$ cat src/verilog/eps_pkg.sv
/*
 * Constants shared by the enhanced PWM output stage: register byte
 * offsets, field positions, reset values and the output mode type.
 * Assumes a 32-bit APB with word-aligned registers in the low byte.
 */
package eps_pkg;

    // ==========================================================
    // Register byte offsets
    localparam logic [7:0] ADDR_CTRL = 8'h00;
    localparam logic [7:0] ADDR_SHDN = 8'h04;
    localparam logic [7:0] ADDR_STEER = 8'h08;
    localparam logic [7:0] ADDR_DBRS = 8'h0C;
    localparam logic [7:0] ADDR_DUTY = 8'h10;
    localparam logic [7:0] ADDR_STAT = 8'h14;

    // ==========================================================
    // Field positions
    localparam int CFG_LSB = 6;
    localparam int DUTY_LO_LSB = 4;
    localparam int MODE_HI_LSB = 2;
    localparam int POL_A_BIT = 1;
    localparam int POL_B_BIT = 0;
    localparam int SHDN_FLAG_BIT = 7;
    localparam int SRC_LSB = 4;
    localparam int SRC_CMP_BIT = 0;
    localparam int SRC_FLT_BIT = 1;
    localparam int PSS_A_LSB = 2;
    localparam int PSS_B_LSB = 0;
    localparam int STEER_SYNC_BIT = 4;
    localparam int STEER_B_BIT = 1;
    localparam int STEER_A_BIT = 0;
    localparam int RESTART_BIT = 7;
    localparam int STAT_TB_BIT = 0;
    localparam int STAT_RUN_BIT = 1;
    localparam int STAT_COND_BIT = 2;

    // ==========================================================
    // Field codes and reset values
    localparam logic [1:0] CFG_SINGLE = 2'h0;
    localparam logic [1:0] CFG_HALF = 2'h2;
    localparam logic [1:0] MODE_PWM = 2'h3;
    localparam logic [1:0] SD_INACTIVE = 2'h0;
    localparam logic [1:0] SD_ACTIVE = 2'h1;
    localparam int SD_TRISTATE_BIT = 1;
    localparam logic [7:0] REG_RST = 8'h00;

    // ==========================================================
    // Timing: one instruction cycle is four oscillator periods
    localparam int OSC_PER_INSTR = 4;
    localparam logic [1:0] TICK_LAST = 2'(OSC_PER_INSTR - 1);

    typedef enum logic [1:0] {
        EPS_OFF,
        EPS_SINGLE,
        EPS_HALF
    } eps_mode_e;

endpackage
$ cat src/verilog/eps_output_stage.sv
/*
 * Enhanced PWM output stage: duty double buffer, base PWM, steering,
 * half-bridge dead band, auto-shutdown and auto-restart, APB registers.
 * Assumes period_start_in and timebase_count_in come from a time base
 * on ref_clk_in; fault and comparator inputs are asynchronous.
 */
// Register access over APB and the register addresses were decided locally.
//
// Behaviour
// Half-bridge drives PWM on A and its complement on B.
// Steering single output only when mode upper bits 11 and config 00.
// Dead-band count gives delay in instruction cycles of four clocks.
// Dead band delays only inactive-to-active transitions, never deactivation.
// Dead band longer than duty keeps that output inactive all cycle.
// Source select chooses fault low, comparator one, besides software flag.
// Shutdown event sets the flag until software or auto-restart clears.
// Shutdown forces each enabled pair to its chosen high, low or float.
// Shutdown is level based and lasts while the source is asserted.
// Software writes to the flag are ignored while shutdown persists.
// After shutdown ends the waveform resumes at next period start.
// Auto-restart clears the flag in hardware once the condition leaves.
// Software-set flag with auto-restart clears at once, restarts next period.
// Steer enables route the same PWM to A, B or both.
// Software sets at least one steer enable to see single output.
// Low mode bits set polarity of the steered pins.
// In steering, shutdown only touches pins enabled by steering.
// Steer sync zero applies a steering change right after the write.
// Steer sync one defers a steering change to the next period.
// Software picks polarity before enabling the pin drivers.
// Period flag sets at each period start, marking a full cycle done.
// Duty value double buffered, taken into active latch at period end.
// After enabling, output waits for a new period to begin.
// Shutdown state: 00 inactive, 01 active, 1x high impedance.
// Dead-band counter reloads on each rise, counts ticks of clock over four.
module eps_output_stage (
    input wire logic ref_clk_in,
    input wire logic reset_in,
    input wire logic psel_in,
    input wire logic penable_in,
    input wire logic pwrite_in,
    input wire logic [7:0] paddr_in,
    input wire logic [31:0] pwdata_in,
    output logic [31:0] prdata_out,
    output logic pready_out,
    output logic pslverr_out,
    input wire logic period_start_in,
    input wire logic [9:0] timebase_count_in,
    input wire logic fault_input_in,
    input wire logic comparator_one_in,
    output logic pwm_out_a_out,
    output logic pwm_out_a_oe_n_out,
    output logic pwm_out_b_out,
    output logic pwm_out_b_oe_n_out,
    output logic timebase_period_flag_out
);

    // ==========================================================
    // Declarations
    logic fault_meta_r, fault_sync_r, cmp_meta_r, cmp_sync_r;
    logic [7:0] ctrl_r, ctrl_nxt, dbrs_r, dbrs_nxt, duty_hi_r, duty_hi_nxt;
    logic [6:0] shctl_r, shctl_nxt;
    logic [2:0] steer_r, steer_nxt;
    logic [1:0] steer_eff_r, steer_eff_nxt;
    logic flag_r, flag_nxt, tb_r, tb_nxt, run_r, run_nxt;
    logic [31:0] prdata_r, prdata_nxt;
    logic pready_r, pready_nxt, pslverr_r, pslverr_nxt;
    logic [9:0] duty_act_r, duty_act_nxt, duty_buf;
    logic base_r, base_nxt;
    logic [1:0] tick_r, tick_nxt, req, req_prev_r, act_r, act_nxt;
    logic [6:0] db_cnt_r [2];
    logic [6:0] db_cnt_nxt [2];
    logic [1:0] pin_r, pin_nxt, oe_n_r, oe_n_nxt;
    logic access, wr, rd_first, mapped, cond, tick;
    logic wr_ctrl, wr_shdn, wr_steer, wr_dbrs, wr_duty, wr_stat;
    logic [7:0] rd_byte;
    eps_pkg::eps_mode_e mode;

    // ==========================================================
    // Input synchronisers for asynchronous pins
    always_ff @(posedge ref_clk_in) begin
        if (reset_in) begin
            fault_meta_r <= 1'b1;
            fault_sync_r <= 1'b1;
            cmp_meta_r <= 1'b0;
            cmp_sync_r <= 1'b0;
        end else begin
            fault_meta_r <= fault_input_in;
            fault_sync_r <= fault_meta_r;
            cmp_meta_r <= comparator_one_in;
            cmp_sync_r <= cmp_meta_r;
        end
    end

    // ==========================================================
    // APB decode: one wait state, write lands on the pready edge
    assign access = psel_in & penable_in;
    assign wr = access & pwrite_in & pready_r;
    assign rd_first = access & ~pready_r;
    assign wr_ctrl = wr & (paddr_in == eps_pkg::ADDR_CTRL);
    assign wr_shdn = wr & (paddr_in == eps_pkg::ADDR_SHDN);
    assign wr_steer = wr & (paddr_in == eps_pkg::ADDR_STEER);
    assign wr_dbrs = wr & (paddr_in == eps_pkg::ADDR_DBRS);
    assign wr_duty = wr & (paddr_in == eps_pkg::ADDR_DUTY);
    assign wr_stat = wr & (paddr_in == eps_pkg::ADDR_STAT);

    // Read mux, answers and plain register writes
    always_comb begin
        mapped = 1'b1;
        unique case (paddr_in)
            eps_pkg::ADDR_CTRL: rd_byte = ctrl_r;
            eps_pkg::ADDR_SHDN: rd_byte = {flag_r, shctl_r};
            eps_pkg::ADDR_STEER: rd_byte = {3'h0, steer_r[2], 2'h0, steer_r[1:0]};
            eps_pkg::ADDR_DBRS: rd_byte = dbrs_r;
            eps_pkg::ADDR_DUTY: rd_byte = duty_hi_r;
            eps_pkg::ADDR_STAT: rd_byte = {5'h00, cond, run_r, tb_r};
            default: begin
                rd_byte = 8'h00;
                mapped = 1'b0;
            end
        endcase
        pready_nxt = rd_first;
        pslverr_nxt = rd_first & ~mapped;
        prdata_nxt = rd_first ? {24'h000000, rd_byte} : 32'h00000000;
        ctrl_nxt = wr_ctrl ? pwdata_in[7:0] : ctrl_r;
        shctl_nxt = wr_shdn ? pwdata_in[6:0] : shctl_r;
        steer_nxt = wr_steer ? {pwdata_in[eps_pkg::STEER_SYNC_BIT],
                                pwdata_in[eps_pkg::STEER_B_BIT],
                                pwdata_in[eps_pkg::STEER_A_BIT]} : steer_r;
        dbrs_nxt = wr_dbrs ? pwdata_in[7:0] : dbrs_r;
        duty_hi_nxt = wr_duty ? pwdata_in[7:0] : duty_hi_r;
        // Period flag: set wins over a write-one clear
        if (period_start_in) begin
            tb_nxt = 1'b1;
        end else if (wr_stat & pwdata_in[eps_pkg::STAT_TB_BIT]) begin
            tb_nxt = 1'b0;
        end else begin
            tb_nxt = tb_r;
        end
    end

    always_ff @(posedge ref_clk_in) begin
        if (reset_in) begin
            ctrl_r <= eps_pkg::REG_RST;
            shctl_r <= eps_pkg::REG_RST[6:0];
            steer_r <= eps_pkg::REG_RST[2:0];
            dbrs_r <= eps_pkg::REG_RST;
            duty_hi_r <= eps_pkg::REG_RST;
            tb_r <= 1'b0;
            prdata_r <= 32'h00000000;
            pready_r <= 1'b0;
            pslverr_r <= 1'b0;
        end else begin
            ctrl_r <= ctrl_nxt;
            shctl_r <= shctl_nxt;
            steer_r <= steer_nxt;
            dbrs_r <= dbrs_nxt;
            duty_hi_r <= duty_hi_nxt;
            tb_r <= tb_nxt;
            prdata_r <= prdata_nxt;
            pready_r <= pready_nxt;
            pslverr_r <= pslverr_nxt;
        end
    end

    // ==========================================================
    // Mode decode, shutdown flag, run gate, steering, duty latch
    always_comb begin
        mode = eps_pkg::EPS_OFF;
        if (ctrl_r[eps_pkg::MODE_HI_LSB +: 2] == eps_pkg::MODE_PWM) begin
            if (ctrl_r[eps_pkg::CFG_LSB +: 2] == eps_pkg::CFG_HALF) begin
                mode = eps_pkg::EPS_HALF;
            end else if (ctrl_r[eps_pkg::CFG_LSB +: 2] == eps_pkg::CFG_SINGLE) begin
                mode = eps_pkg::EPS_SINGLE;
            end
        end
        // Level condition from the selected sources
        cond = (shctl_r[eps_pkg::SRC_LSB + eps_pkg::SRC_FLT_BIT] & ~fault_sync_r) |
               (shctl_r[eps_pkg::SRC_LSB + eps_pkg::SRC_CMP_BIT] & cmp_sync_r);
        if (cond) begin
            flag_nxt = 1'b1;
        end else if (wr_shdn) begin
            flag_nxt = pwdata_in[eps_pkg::SHDN_FLAG_BIT];
        end else if (dbrs_r[eps_pkg::RESTART_BIT]) begin
            flag_nxt = 1'b0;
        end else begin
            flag_nxt = flag_r;
        end
        // Waveform only starts on a fresh period
        run_nxt = (mode != eps_pkg::EPS_OFF) & ~flag_nxt &
                  (run_r | period_start_in);
        if (~steer_r[2] | period_start_in) begin
            steer_eff_nxt = steer_r[1:0];
        end else begin
            steer_eff_nxt = steer_eff_r;
        end
        duty_buf = {duty_hi_r, ctrl_r[eps_pkg::DUTY_LO_LSB +: 2]};
        duty_act_nxt = period_start_in ? duty_buf : duty_act_r;
        if (period_start_in) begin
            base_nxt = (duty_buf != 10'h000);
        end else if (timebase_count_in == duty_act_r) begin
            base_nxt = 1'b0;
        end else begin
            base_nxt = base_r;
        end
    end

    always_ff @(posedge ref_clk_in) begin
        if (reset_in) begin
            flag_r <= 1'b0;
            run_r <= 1'b0;
            steer_eff_r <= 2'h0;
            duty_act_r <= 10'h000;
            base_r <= 1'b0;
        end else begin
            flag_r <= flag_nxt;
            run_r <= run_nxt;
            steer_eff_r <= steer_eff_nxt;
            duty_act_r <= duty_act_nxt;
            base_r <= base_nxt;
        end
    end

    // ==========================================================
    // Dead band: per output reload on rise, count instruction ticks
    assign tick = (tick_r == eps_pkg::TICK_LAST);
    always_comb begin
        tick_nxt = tick_r + 2'h1;
        req[0] = base_r;
        req[1] = (mode == eps_pkg::EPS_HALF) ? ~base_r : base_r;
        for (int i = 0; i < 2; i++) begin
            db_cnt_nxt[i] = db_cnt_r[i];
            act_nxt[i] = 1'b0;
            if (mode != eps_pkg::EPS_HALF) begin
                act_nxt[i] = req[i];
            end else if (req[i] & ~req_prev_r[i]) begin
                db_cnt_nxt[i] = dbrs_r[6:0];
                act_nxt[i] = (dbrs_r[6:0] == 7'h00);
            end else if (req[i]) begin
                if (tick & (db_cnt_r[i] != 7'h00)) begin
                    db_cnt_nxt[i] = db_cnt_r[i] - 7'h01;
                end
                act_nxt[i] = (db_cnt_r[i] == 7'h00);
            end
            // Falling request drops the output at once
        end
    end

    always_ff @(posedge ref_clk_in) begin
        if (reset_in) begin
            tick_r <= 2'h0;
            req_prev_r <= 2'h0;
            act_r <= 2'h0;
            db_cnt_r[0] <= 7'h00;
            db_cnt_r[1] <= 7'h00;
        end else begin
            tick_r <= tick_nxt;
            req_prev_r <= req;
            act_r <= act_nxt;
            db_cnt_r[0] <= db_cnt_nxt[0];
            db_cnt_r[1] <= db_cnt_nxt[1];
        end
    end

    // ==========================================================
    // Pin drivers: polarity, steering and shutdown override
    always_comb begin
        logic used;
        logic pol_low;
        logic [1:0] sd;
        used = 1'b0;
        pol_low = 1'b0;
        sd = 2'h0;
        for (int i = 0; i < 2; i++) begin
            unique case (mode)
                eps_pkg::EPS_HALF: used = 1'b1;
                eps_pkg::EPS_SINGLE: used = steer_eff_r[i];
                eps_pkg::EPS_OFF: used = 1'b0;
            endcase
            pol_low = (i == 0) ? ctrl_r[eps_pkg::POL_A_BIT] : ctrl_r[eps_pkg::POL_B_BIT];
            sd = (i == 0) ? shctl_r[eps_pkg::PSS_A_LSB +: 2] : shctl_r[eps_pkg::PSS_B_LSB +: 2];
            pin_nxt[i] = 1'b0;
            oe_n_nxt[i] = 1'b1;
            if (used & flag_nxt) begin
                // Forced state on the same edge as the flag, R17 by used
                oe_n_nxt[i] = sd[eps_pkg::SD_TRISTATE_BIT];
                if (sd == eps_pkg::SD_ACTIVE) begin
                    pin_nxt[i] = ~pol_low;
                end else if (sd == eps_pkg::SD_INACTIVE) begin
                    pin_nxt[i] = pol_low;
                end
            end else if (used) begin
                oe_n_nxt[i] = 1'b0;
                pin_nxt[i] = (run_r & act_r[i]) ^ pol_low;
            end
        end
    end

    always_ff @(posedge ref_clk_in) begin
        if (reset_in) begin
            pin_r <= 2'h0;
            oe_n_r <= 2'h3;
        end else begin
            pin_r <= pin_nxt;
            oe_n_r <= oe_n_nxt;
        end
    end

    // Outputs straight from flops
    assign prdata_out = prdata_r;
    assign pready_out = pready_r;
    assign pslverr_out = pslverr_r;
    assign pwm_out_a_out = pin_r[0];
    assign pwm_out_a_oe_n_out = oe_n_r[0];
    assign pwm_out_b_out = pin_r[1];
    assign pwm_out_b_oe_n_out = oe_n_r[1];
    assign timebase_period_flag_out = tb_r;
endmodule // eps_output_stage

$ cat config.mk
export PLATFORM = sky130hd
export DESIGN_NAME = eps_output_stage
export DESIGN_NICKNAME = d
export VERILOG_FILES = /design/src/verilog/eps_pkg.sv /design/src/verilog/eps_output_stage.sv
export SDC_FILE = /design/constraint.sdc
export NUM_CORES = 1
export LEC_CHECK = 0
export CAP_MARGIN = 20
export CORE_MARGIN = 5
export CORE_UTILIZATION = 55
export DETAILED_ROUTE_END_ITERATION = 12
export DONT_BUFFER_PORTS = 1
export MAX_ROUTING_LAYER = met4
export PLACE_DENSITY = 0.79
export SYNTH_ARGS = -nofsm -noshare
export SYNTH_HDL_FRONTEND = slang
export SYNTH_SLANG_ARGS = --single-unit
export TNS_END_PERCENT = 1
$ cat constraint.sdc
create_clock -name ref_clk_in -period 2.9 [get_ports ref_clk_in]
set_input_delay 0.29 -clock ref_clk_in [delete_from_list [all_inputs] [get_ports ref_clk_in]]
set_output_delay 0.29 -clock ref_clk_in [all_outputs]
set_load 0.01 [all_outputs]
Yosys cells after proc, flatten, opt, wreduce, memory -nomap -nowiden
Memory sizes are Yosys's and may differ from the RTL's.
Index checks and enable logic that the tools add are counted.
{ "classes": {"shifts": 0, "multipliers": 0, "n_bitwise": 42, "magnitude_cmp": 0, "n_reduce_logical": 16, "mux": 46, "div_mod_pow": 0, "n_eq_ne": 14, "n_addsub": 3} }
{ "ops": {"columns": ["cell", "n"], "rows": [
  ["two-way mux 7 bit", 10],
  ["case mux 8 bit (6 select lines)", 1],
  ["two-way mux 1 bit", 31],
  ["AND 1 bit", 24],
  ["zero test 7 bit", 3],
  ["== test 8 x 4 -> 1 bit (second input constant)", 2],
  ["== test 8 x 5 -> 1 bit (second input constant)", 2],
  ["nonzero test 7 bit", 2],
  ["subtractor 7 x 1 -> 7 bit (second input constant)", 2],
  ["NOT 1 bit", 11],
  ["== test 10 bit", 1],
  ["nonzero test 10 bit", 1],
  ["== test 2 bit (second input constant)", 4],
  ["== test 8 x 3 -> 1 bit (second input constant)", 1],
  ["zero test 2 bit", 4],
  ["zero test 8 bit", 1],
  ["== test 2 x 1 -> 1 bit (second input constant)", 3],
  ["case mux 1 bit (3 select lines)", 2],
  ["nonzero test 2 bit", 3],
  ["OR reduction 6 bit", 1],
  ["bitwise OR 1 bit", 5],
  ["two-way mux 2 bit", 2],
  ["adder 2 x 1 -> 2 bit (second input constant)", 1],
  ["inequality test 2 bit (second input constant)", 1],
  ["other kinds (2)", 3]
]} }
{ "word_totals": {"memories": 1, "out_inout_bits": 39, "input_bits": 58, "ramBits": 14, "elab_cells": 146, "rom_bits": 0, "latch_bits": 0, "reg_bits": 98} }
{ "memory_table": {"columns": ["name", "depth", "width", "read_ports", "rd_clocked_by_memory_dff", "wr", "line", "text"], "rows": [
  ["db_cnt_r", 2, 7, 2, 0, 2, "eps_output_stage.sv:70", "logic [6:0] db_cnt_r [2];"]
]} }

Depth between registers and ports, before layout
Gate-level depths: netlist (run 1).
{ "logic_depth": {"word_depth": 10, "mapped_depth": 7, "depth_no_buf": 7} }

Worst setup path before layout (run 1)
No wires, ideal clock.
{ "synth_timing": {"path_kind": "input port to flip-flop", "start": "input port paddr_in[1]", "end": "register pin_r[0]", "cell_stages": 6, "required_ps": 2830, "slack_ps": 600, "n_path_buf": 1, "arrival_ps": 2230, "setup_ps": 70, "path_cell_list": "or4_1 > buf_2 > nor4_4 > mux2i_1 > o21ai_0 > a21oi_1"} }
{ "synth_between": {"elab_chain_len": 6} }
{ "synth_lines": {"columns": ["element", "line", "text"], "rows": [
  ["start, declared", "eps_output_stage.sv:41", "input wire logic [7:0] paddr_in,"],
  ["== test 8 x 3 -> 1 bit", "eps_output_stage.sv:100", "assign wr_shdn = wr & (paddr_in == eps_pkg::ADDR_SHDN);"],
  ["AND 1 bit", "eps_output_stage.sv:100", null],
  ["two-way mux 1 bit", "eps_output_stage.sv:181", "end else if (wr_shdn) begin"],
  ["two-way mux 1 bit", "eps_output_stage.sv:179", "if (cond) begin"],
  ["AND 1 bit", "eps_output_stage.sv:283", "if (used & flag_nxt) begin"],
  ["two-way mux 1 bit", "eps_output_stage.sv:283", null],
  ["end signal, assigned", "eps_output_stage.sv:303", "pin_r <= pin_nxt;"],
  ["end, declared", "eps_output_stage.sv:72", "logic [1:0] pin_r, pin_nxt, oe_n_r, oe_n_nxt;"]
]} }
No other way between the ends.
A chain may end at the register's enable or synchronous reset.

Worst setup path after layout (run 1)
{ "layout_timing": {"start": "register pready_r (netlist: pready_out)", "end": "register pin_r[0]"} }
{ "layout_between": {"elab_chain_len": 6} }
{ "layout_lines": {"columns": ["element", "line", "text"], "rows": [
  ["start, declared", "eps_output_stage.sv:66", "logic pready_r, pready_nxt, pslverr_r, pslverr_nxt;"],
  ["start signal, assigned", "eps_output_stage.sv:160", "pready_r <= pready_nxt;"],
  ["AND 1 bit", "eps_output_stage.sv:97", "assign wr = access & pwrite_in & pready_r;"],
  ["AND 1 bit", "eps_output_stage.sv:100", null],
  ["two-way mux 1 bit", "eps_output_stage.sv:181", null],
  ["two-way mux 1 bit", "eps_output_stage.sv:179", null],
  ["AND 1 bit", "eps_output_stage.sv:283", null],
  ["two-way mux 1 bit", "eps_output_stage.sv:283", null]
]} }
No other way between the ends.

==> results.sh, run 1 <==
export IMPL_synthCells=490
export IMPL_min_from="reset_in"
export IMPL_leakage_nw=1.65
export IMPL_drcViolationCount=0
export IMPL_worst_pin_slew_ps=888
export IMPL_slew_violations=0
export IMPL_endpoint_kind="flip-flop"
export IMPL_avgSynthCellArea_um2=8.65
export IMPL_final_setup_viol_count=0
export IMPL_hold_viol_final=0
export IMPL_ios=97
export IMPL_path_class="flip-flop to flip-flop"
export IMPL_grt_start_max_net_pins=58
export IMPL_ys_seq_elements=88
export IMPL_rsz0062_at_grt="false"
export IMPL_htreeDepth=3
export IMPL_async_reset_ff_share_pct=0
export IMPL_cp_required_ps=3200
export IMPL_clock_skew_ps=14.1
export IMPL_die_width_um=97.8
export IMPL_start_kind="flip-flop"
export IMPL_placed_area_um2=4210
export IMPL_drt_wl_total_mm=9.94
export IMPL_setup_tns_final_ps=0
export IMPL_area_delta_synth_final_pct=4.70
export IMPL_grt_overflow_total=0
export IMPL_r2r_end="pin_r[0]$_SDFF_PP0_"
export IMPL_cap_violations=0
export IMPL_post_route_period_util_pct=66.9
export IMPL_fin_crit_ps=1940
export IMPL_synth_area_um2=4240
export IMPL_fillCellCount=671
export IMPL_min_path_cells=1
export IMPL_synth_cell_type_count=56
export IMPL_path_cells="nand4_1 -> nor4_4 -> mux2i_1 -> o21ai_0 -> a21oi_1"
export IMPL_stdcell_area_um2=4440
export IMPL_cts_tree="yes"
export IMPL_fmax_mhz=516
export IMPL_synth_ff_type="dfxtp_1"
export IMPL_crit_path_top_delay_cell="mux2i_1"
export IMPL_clk_pin_slew_ps=100
export IMPL_vdd_drop_max_uv=280
export IMPL_place_worst_setup_slack_ps=628
export IMPL_layout_commonest_cell="dfxtp_1"
export IMPL_cts_sink_count=88
export IMPL_die_area_um2=9560
export IMPL_place_gp_congestion=0.892
export IMPL_final_cell_mix="dfxtp_1 (88), nor2_1 (63), mux2i_1 (43), a21oi_1 (38), nand2_1 (37)"
export IMPL_start_util_pct=55.7
export IMPL_reg2reg_from="pready_out$_SDFF_PP0_"
export IMPL_nets=547
export IMPL_worst_slack_ps=960
export IMPL_relSlewSlack_pct=40.7
export IMPL_hold_class="input port to flip-flop"
export IMPL_row_count=32
export IMPL_drtIter0Drc=160
export IMPL_routed_via_density=5.81
export IMPL_antenna_found_initial=0
export IMPL_drive_above_1_share_pct=7.77
export IMPL_critical_path_arrival_ps=2240
export IMPL_hpwl_mm=6.92
export IMPL_grt_pass1_vias=3231
export IMPL_clk_latency_ps=370
export IMPL_ant_nets=0
export IMPL_reg2regPathDepth=5
export IMPL_cts_root_buf="clkbuf_8"
export IMPL_cts_made_buffers=9
export IMPL_r2r_slack_ps=960
export IMPL_power_density_nw_per_um2=481
export IMPL_diodes=0
export IMPL_critPathMaxFanout=8
export IMPL_ys_seq_area_share_pct=41.6
export IMPL_die_y_um=97.8
export IMPL_ys_warn_count=0
export IMPL_io_buffers=0
export IMPL_grt_first_pass_wirelength_mm=16.2
export IMPL_firstDrtPassIters=4
export IMPL_cts_buffer_depth=2
export IMPL_synth_edff_count=0
export IMPL_status="finished clean"
export IMPL_wl_per_cell_um=16.8
export IMPL_startpoint="pready_out$_SDFF_PP0_"
export IMPL_grt_use_total_pct=21.6
export IMPL_vias=3434
export IMPL_max_stage_delay_ps=570
export IMPL_core_area_um2=7610
export IMPL_whs_endpoint="pready_out$_SDFF_PP0_"
==> cells in the mapped netlist, drive strengths merged, types with 8 or more instances <==
cell type  number  area share (%)
o21ai          22             2.6
xor2            8             1.7
nand2          37             3.3
dfxtp          88              42
mux2i          43              10
nand3          27             3.2
buf            32             5.2
nor2b           9             1.3
a21oi          38             4.5
inv            12             1.1
nor3           12             1.4
nor3b           8             1.4
clkbuf         14             1.2
nor2           63             5.6
==> how the worst max path moves through the flow <==
stage	to	slack, ps
3_5_place_dp	pin_r[1]$_SDFF_PP0_	630
4_1_cts	pin_r[0]$_SDFF_PP0_	930
5_1_grt	pin_r[0]$_SDFF_PP0_	760
3_3_place_gp	pin_r[1]$_SDFF_PP0_	650
6_report	pin_r[0]$_SDFF_PP0_	960
2_1_floorplan	pin_r[0]$_SDFF_PP0_	600
==> sequential cells by signal (all words and copies together), names as in the netlist, 2 cells and up <==
register / flops
duty_hi_r: 8
tick_r: 2
duty_act_r: 10
ctrl_r: 8
dbrs_r: 8
req_prev_r: 2
pin_r: 2
steer_r: 3
oe_n_r: 2
shctl_r: 7
prdata_out: 8
steer_eff_r: 2
db_cnt_r: 14
act_r: 2
==> critical path, delay by kind of cell, from the launching register on <==
| family | cells | cell delay [ps] |
|---|---|---|
| AO/OA/AOI/OAI | 2 | 330 |
| AND/OR/NAND/NOR | 2 | 550 |
| flip-flops | 1 | 420 |
| multiplexers | 1 | 570 |
==> layer usage <==
metal | up-vias | share of wire [%] | global-route usage (%)
li1 | 1660 | - | -
met1 | 1598 | 41 | 26.3
met2 | 147 | 47 | 33.7
met3 | 29 | 7.7 | 4.57
met4 | 0 | 3.6 | 11.0
met5 | - | 0 | -
==> per-stage QoR <==
stage / hold WS (ps) / power [W] / util (%) / std cells
2_1_floorplan: 389 / 0.00136 / - / 513
3_3_place_gp: 368 / 0.00132 / 55.3 / 573
3_5_place_dp: 371 / 0.00132 / 55.3 / 573
4_1_cts: 9.60 / 0.00215 / 58.3 / 591
5_1_grt: 0.634 / 0.00221 / 58.3 / 591
6_report: 15.4 / 0.00213 / 58.3 / 591
==> report_power, final <==
part           switching (W)  internal (W)
Clock               0.000469      0.000346
Combinational      0.0000586     0.0000340
Sequential        0.00000761       0.00122
Total               0.000535       0.00160
==> layout make-up <==
cell class | instances | area [um2] | share of cell area, %
Clock inverter | 6 | 52.6 | 1.18
Inverter | 12 | 45.0 | 1.02
Tap cell | 102 | 128 | 2.88
Multi-Input combinational cell | 367 | 2240 | 50.6
Timing Repair Buffer | 6 | 67.6 | 1.52
Sequential cell | 88 | 1760 | 39.7
Clock buffer | 10 | 138 | 3.10
==> what timing repair did <==
action / CTS / global route
resized for setup: 0 / 0
hold buffers: 2 / 0
endpoints found under the hold margin: 57 / 0
setup buffers: 0 / 0
==> cell families (layout without fill, tap and decap cells) <==
group | after synthesis | after routing | share of synthesized area [%]
AO/OA/AOI/OAI | 97 | 97 | 14.1
XOR/XNOR | 11 | 11 | 2.27
adder cells (fa/ha/maj) | 5 | 5 | 1.48
buffers and inverters | 58 | 34 | 7.50
flip-flops | 88 | 88 | 41.6
multiplexers | 47 | 47 | 11.8
other | 1 | 24 | 0.0885
AND/OR/NAND/NOR | 183 | 183 | 21.2
No activity file was read; power rests on OpenSTA's default activity.
==> run 2: changes to the inputs <==
Settings changed: ABC_AREA set to 1.
Clock period 2.9 ns to 1.8 ns, I/O delays scaled along.
==> run 2 against run 1 <==
Effect of this change:
- highest routed layer unchanged
- the run now ends with negative hold slack left
- sequential share of layout area is 3.7 points lower
- combinational power grew 150%
- global-route usage up 2.0 points
- die area up 4.9%
==> results.sh, run 2 <==
export IMPL_nets=744
export IMPL_min_path_cells=2
export IMPL_synth_top_cells_by_area="dfxtp_1 (39%), nand2_1 (13%), nor2_1 (8.4%)"
export IMPL_ys_warn_count=0
export IMPL_leakage_nw=2.31
export IMPL_die_width_um=100
export IMPL_critPathMaxFanout=6
export IMPL_die_area_um2=10000
export IMPL_hold_class="input port to flip-flop"
export IMPL_clk_latency_ps=360
export IMPL_row_count=32
export IMPL_yosys_area_top_type="dfxtp_1"
export IMPL_synth_edff_count=0
export IMPL_grt_overflow_total=0
export IMPL_routed_via_density=5.26
export IMPL_drive_above_1_share_pct=7.60
export IMPL_fin_hold_ws_ps=-2.63
export IMPL_min_from="pwdata_in[1]"
export IMPL_avgSynthCellArea_um2=6.82
export IMPL_largest_reg_flops=14
export IMPL_hpwl_mm=7.78
export IMPL_relSlewSlack_pct=53.9
export IMPL_final_setup_viol_count=0
export IMPL_ant_nets=0
export IMPL_endpoint_kind="flip-flop"
export IMPL_cap_violations=0
export IMPL_layout_commonest_cell="nand2_1"
export IMPL_reg2regPathDepth=6
export IMPL_place_gp_congestion=0.975
export IMPL_htreeDepth=3
export IMPL_clock_skew_ps=16.6
export IMPL_crit_cells=6
export IMPL_antenna_found_initial=0
export IMPL_cts_root_buf="clkbuf_8"
export IMPL_async_reset_ff_share_pct=0
export IMPL_postCtsSetupRepairBufs=0
export IMPL_cts_sink_count=88
export IMPL_reg2reg_from="pready_out$_SDFF_PP0_"
export IMPL_synth_top_area_share_pct=39.4
export IMPL_start_kind="flip-flop"
export IMPL_clk_pin_slew_ps=90
export IMPL_start_util_pct=57.2
export IMPL_vdd_drop_max_uv=477
export IMPL_power_density_nw_per_um2=727
export IMPL_drtIter0Drc=289
export IMPL_cts_buffer_depth=2
export IMPL_area_delta_synth_final_pct=9.58
export IMPL_synth_ff_type="dfxtp_1"
export IMPL_hold_viol_final=1
export IMPL_wl_per_cell_um=14.0
export IMPL_cts_made_buffers=9
export IMPL_crit_path_top_delay_cell="dlygate4sd3_1"
export IMPL_grt_pass1_vias=3946
export IMPL_core_area_um2=7810
export IMPL_placed_area_um2=4470
export IMPL_vias=4132
export IMPL_rsz0062_at_grt="false"
export IMPL_synth_area_um2=4470
export IMPL_cts_tree="yes"
export IMPL_firstDrtPassIters=5
export IMPL_ios=97
export IMPL_failed_checks="negative hold slack"
export IMPL_worst_path_dominant_cell_family="buffers and inverters"
export IMPL_synth_cell_type_count=33
export IMPL_path_cells="nand4_4 -> inv_2 -> nand4_1 -> nand2_1 -> a21oi_1 -> dlygate4sd3_1"
export IMPL_max_stage_delay_ps=550
export IMPL_total_power_w=0.00356
export IMPL_startpoint="pready_out$_SDFF_PP0_"
export IMPL_status="finished, violations left"
export IMPL_grt_start_max_net_pins=20
export IMPL_path_buf_inv=2
export IMPL_ys_seq_elements=88
export IMPL_worst_pin_slew_ps=689
export IMPL_stdcell_area_um2=4900
export IMPL_diodes=0
export IMPL_critical_path_arrival_ps=1960
export IMPL_fin_crit_ps=1700
export IMPL_post_route_period_util_pct=94.7
export IMPL_grt_first_pass_wirelength_mm=18.5
export IMPL_fillCellCount=719
export IMPL_synth_most_common_cell="nand2_1"
export IMPL_die_y_um=100
export IMPL_drt_wl_total_mm=11.0
export IMPL_synthTopCellsByCount="nand2_1 (160), nor2_1 (100), dfxtp_1 (88), inv_1 (79), o21ai_0 (49)"
export IMPL_fmax_mhz=587
export IMPL_synthCells=655
export IMPL_final_cell_mix="nand2_1 (160), nor2_1 (100), dfxtp_1 (87), inv_1 (79), o21ai_0 (49)"
export IMPL_reg_largest_list="db_cnt_r x14, duty_act_r x10"
export IMPL_slew_violations=0
export IMPL_regMostFlops="db_cnt_r"
export IMPL_io_buffers=0
export IMPL_cp_required_ps=2060
export IMPL_grt_use_total_pct=23.5
export IMPL_drcViolationCount=0
export IMPL_setup_tns_final_ps=0
export IMPL_path_class="flip-flop to flip-flop"
export IMPL_ys_seq_area_share_pct=39.4
## run 2: per-layer routing
layer,up-vias,share of wire (%),track usage (%)
met5,-,0,-
met4,0,2.4,8.60
met3,28,9.8,5.14
met2,184,45,36.3
met1,1853,43,30.4
li1,2067,-,-
## run 2: area by class of cell
class / count / area (um2) / area share, %
Clock buffer: 10 / 128 / 2.61
Clock inverter: 4 / 55.1 / 1.12
Inverter: 86 / 324 / 6.62
Multi-Input combinational cell: 467 / 2220 / 45.4
Sequential cell: 88 / 1760 / 36.0
Tap cell: 102 / 128 / 2.61
Timing Repair Buffer: 29 / 278 / 5.67
## run 2: worst register-to-register path, delay by kind of cell (launching register included)
kind,cells,cell delay [ps]
simple gates,3,370
flops,1,400
buf+inv,2,780
compound gates,1,60
## run 2: power breakdown
group	switching, W	internal [W]
Clock	0.000705	0.000635
Sequential	0.0000172	0.00197
Combinational	0.000147	0.0000807
Total	0.000870	0.00269
## run 2: logic make-up (layout without fill, tap and decap cells)
group / Yosys count / count (layout) / share of synthesized area, %
compound gates: 104 / 104 / 12.5
other cells: 1 / 24 / 0.0839
flops: 88 / 88 / 39.4
xor+xnor: 6 / 6 / 1.18
fa+ha+maj: 5 / 5 / 1.40
buf+inv: 123 / 129 / 12.9
simple gates: 328 / 328 / 32.5
## run 2: worst paths after layout
path,end,slack [ps]
worst min-delay path,steer_r[1]$_SDFFE_PP0P_,-3
worst min register to register,fault_sync_r$_SDFF_PP1_,430
worst max register to register,timebase_period_flag_out$_SDFFE_PP0P_,100
worst max-delay path,timebase_period_flag_out$_SDFFE_PP0P_,100
## run 2: metrics by stage
stage / util [%] / instances / hold slack (ps) / setup slack, ps
final: 62.7 / 786 / -2.63 / 95.6
after global routing: 62.7 / 786 / 4.89 / 7.81
after CTS: 62.5 / 785 / 2.22 / 24.1
after detailed placement: 57.2 / 748 / 255 / 294
after global placement: 57.2 / 748 / 254 / 334
after floorplan: - / 678 / 284 / 437
## run 2: repair_timing
item / in CTS / in global routing
endpoints found under the hold margin: 35 / 1
setup endpoints to repair: 0 / 10
hold buffers: 23 / 1
resized for setup: 0 / 2
==> run 3: changes to the inputs <==
Settings changed: BUFFER_PORTS_ARGS set to -buffer_cell sky130_fd_sc_hd__buf_2, DONT_BUFFER_PORTS 1 to not set, PLACE_DENSITY 0.79 to 0.9.
==> run 3 against run 2 <==
Effect of this change:
- the flow now finishes without violations
- final cell count is 3.1% higher
- worst hold slack gained 13 ps
- sequential cell count unchanged
- total power up 2.0%
- setup slack improved by 110 ps
- sequential power hardly changed
- clock skew fell by 9.0 ps
- routed wire length rose by 0.16%
- clock power up 3%
- utilization is 0.21 points higher
- maximum frequency increased by 6.9%
- register-to-register slack improved by 110 ps
- critical path type unchanged
- critical endpoint is now db_cnt_r[0][6]$_SDFFE_PP0P_
- largest cell class unchanged
==> results.sh, run 3 (synthesized netlist as in run 2, its figures left out) <==
export IMPL_status="finished clean"
export IMPL_seqPwrFrac_pct=54.8
export IMPL_post_route_period_util_pct=88.6
export IMPL_die_width_um=100
export IMPL_cts_made_buffers=9
export IMPL_netSwitchingFraction_pct=25.6
export IMPL_cts_root_buf="clkbuf_8"
export IMPL_reg_largest_list="db_cnt_r x14, duty_act_r x10"
export IMPL_clk_pin_slew_ps=90
export IMPL_area_delta_synth_final_pct=9.94
export IMPL_regMostFlops="db_cnt_r"
export IMPL_rsz0062_at_grt="false"
export IMPL_layout_commonest_cell="nand2_1"
export IMPL_power_density_nw_per_um2=739
export IMPL_die_area_um2=10000
export IMPL_core_area_um2=7810
export IMPL_fillCellCount=720
export IMPL_p_comb_share_pct=7.3
export IMPL_endpoint_kind="flip-flop"
export IMPL_leakage_nw=2.40
export IMPL_fmax_mhz=627
export IMPL_total_power_w=0.00363
export IMPL_grt_overflow_total=0
export IMPL_path_cells="inv_1 -> ha_1 -> inv_1 -> nor2_1 -> nand3_1 -> nand2_1 -> nand2_1 -> o21ai_0 -> nor2_1 -> nor2_1"
export IMPL_fin_crit_ps=1590
export IMPL_path_class="flip-flop to flip-flop"
export IMPL_path_buf_inv=2
export IMPL_cts_tree="yes"
export IMPL_crit_path_top_delay_cell="dfxtp_1"
export IMPL_place_gp_congestion=0.944
export IMPL_slew_violations=0
export IMPL_p_switching_w=0.000928
export IMPL_drtIter0Drc=350
export IMPL_final_cell_mix="nand2_1 (160), nor2_1 (100), dfxtp_1 (88), inv_1 (79), o21ai_0 (49)"
export IMPL_ant_nets=0
export IMPL_worst_slack_ps=206
export IMPL_ios=97
export IMPL_die_y_um=100
export IMPL_final_setup_viol_count=0
export IMPL_cp_required_ps=2100
export IMPL_diodes=0
export IMPL_max_stage_delay_ps=320
export IMPL_grt_use_total_pct=23.0
export IMPL_worst_path_dominant_cell_family="simple AND/OR/NAND/NOR gates"
export IMPL_start_util_pct=57.2
export IMPL_vdd_drop_max_uv=592
export IMPL_setup_tns_final_ps=0
export IMPL_firstDrtPassIters=5
export IMPL_largest_reg_flops=14
export IMPL_grt_first_pass_wirelength_mm=18.1
export IMPL_critPathMaxFanout=4
export IMPL_cpMostUsedCell="nor2_1"
export IMPL_clock_power_share_pct=38.0
export IMPL_drcViolationCount=0
export IMPL_start_kind="flip-flop"
export IMPL_place_worst_setup_slack_ps=186
export IMPL_drive_above_1_share_pct=14.0
export IMPL_antenna_found_initial=0
export IMPL_cts_buffer_depth=2
export IMPL_critical_path_arrival_ps=1890
export IMPL_clock_skew_ps=7.56
export IMPL_drt_wl_total_mm=11.1
export IMPL_cap_violations=0
export IMPL_row_count=32
export IMPL_io_buffers=48
export IMPL_grt_pass1_vias=3915
export IMPL_htreeDepth=3
export IMPL_nets=767
export IMPL_routed_via_density=5.22
export IMPL_vias=4231
export IMPL_hold_class="input port to flip-flop"
export IMPL_p_int_w=0.00270
export IMPL_hold_viol_final=0
export IMPL_cts_sink_count=88
export IMPL_hpwl_mm=8.36
export IMPL_wl_per_cell_um=13.6
export IMPL_clk_latency_ps=360
export IMPL_grt_start_max_net_pins=35
[run 3: layout make-up]
cell class | instances | area [um2] | area share [%]
timing repair buffer | 52 | 285 | 5.81
inverter | 86 | 324 | 6.60
multi-input combinational | 467 | 2220 | 45.2
sequential | 88 | 1760 | 35.9
clock buffer | 9 | 124 | 2.52
clock inverter | 6 | 68.8 | 1.40
tap | 102 | 128 | 2.60
[run 3: power groups by stage]
stage	sequential [W]	combinational, W	clock [W]
finish	0.00199	0.000264	0.00138
global route	0.00199	0.000294	0.00147
CTS	0.00199	0.000259	0.00139
floorplan	0.00203	0.000196	0
global placement	0.00203	0.000246	0
detailed placement	0.00203	0.000255	0
[run 3: metrics by stage]
stage	instances	util (%)	hold slack [ps]	instance area, um2
floorplan	678	-	284	4550
global placement	794	60.3	367	4700
detailed placement	794	60.3	370	4700
CTS	810	62.9	7.81	4910
global route	810	62.9	38.4	4910
finish	810	62.9	10.8	4910
[run 3: metal layers]
layer	up-vias	global-route usage (%)	wire length [um]	part of all wire, %
li1	2114	-	-	-
met1	1893	29.4	4610	42
met2	203	36.7	5310	48
met3	21	4.03	919	8.3
met4	0	8.19	212	1.9
met5	-	-	0	0
[run 3: tightest hold or removal path: stages]
cell and delay [ps]:
buf_2 70, inv_1 30, nor2_1 60
[run 3: path summary, 6_finish.rpt]
kind | start | endpoint | slack (ps) | cells past startpoint
min reg2reg | cmp_meta_r$_SDFF_PP0_ | cmp_sync_r$_SDFF_PP0_ | 410 | 2
max reg2reg | db_cnt_r[0][0]$_SDFFE_PP0P_ | db_cnt_r[0][6]$_SDFFE_PP0P_ | 210 | 10
max | db_cnt_r[0][0]$_SDFFE_PP0P_ | db_cnt_r[0][6]$_SDFFE_PP0P_ | 210 | 10
min | comparator_one_in | cmp_meta_r$_SDFF_PP0_ | 10 | 3
[run 3: what timing repair did]
action / CTS / global route
hold buffers: 1 / 0
endpoints found under the setup margin: 0 / 7
resized for setup: 0 / 1
hold endpoints to repair: 1 / 0
setup buffers: 0 / 0
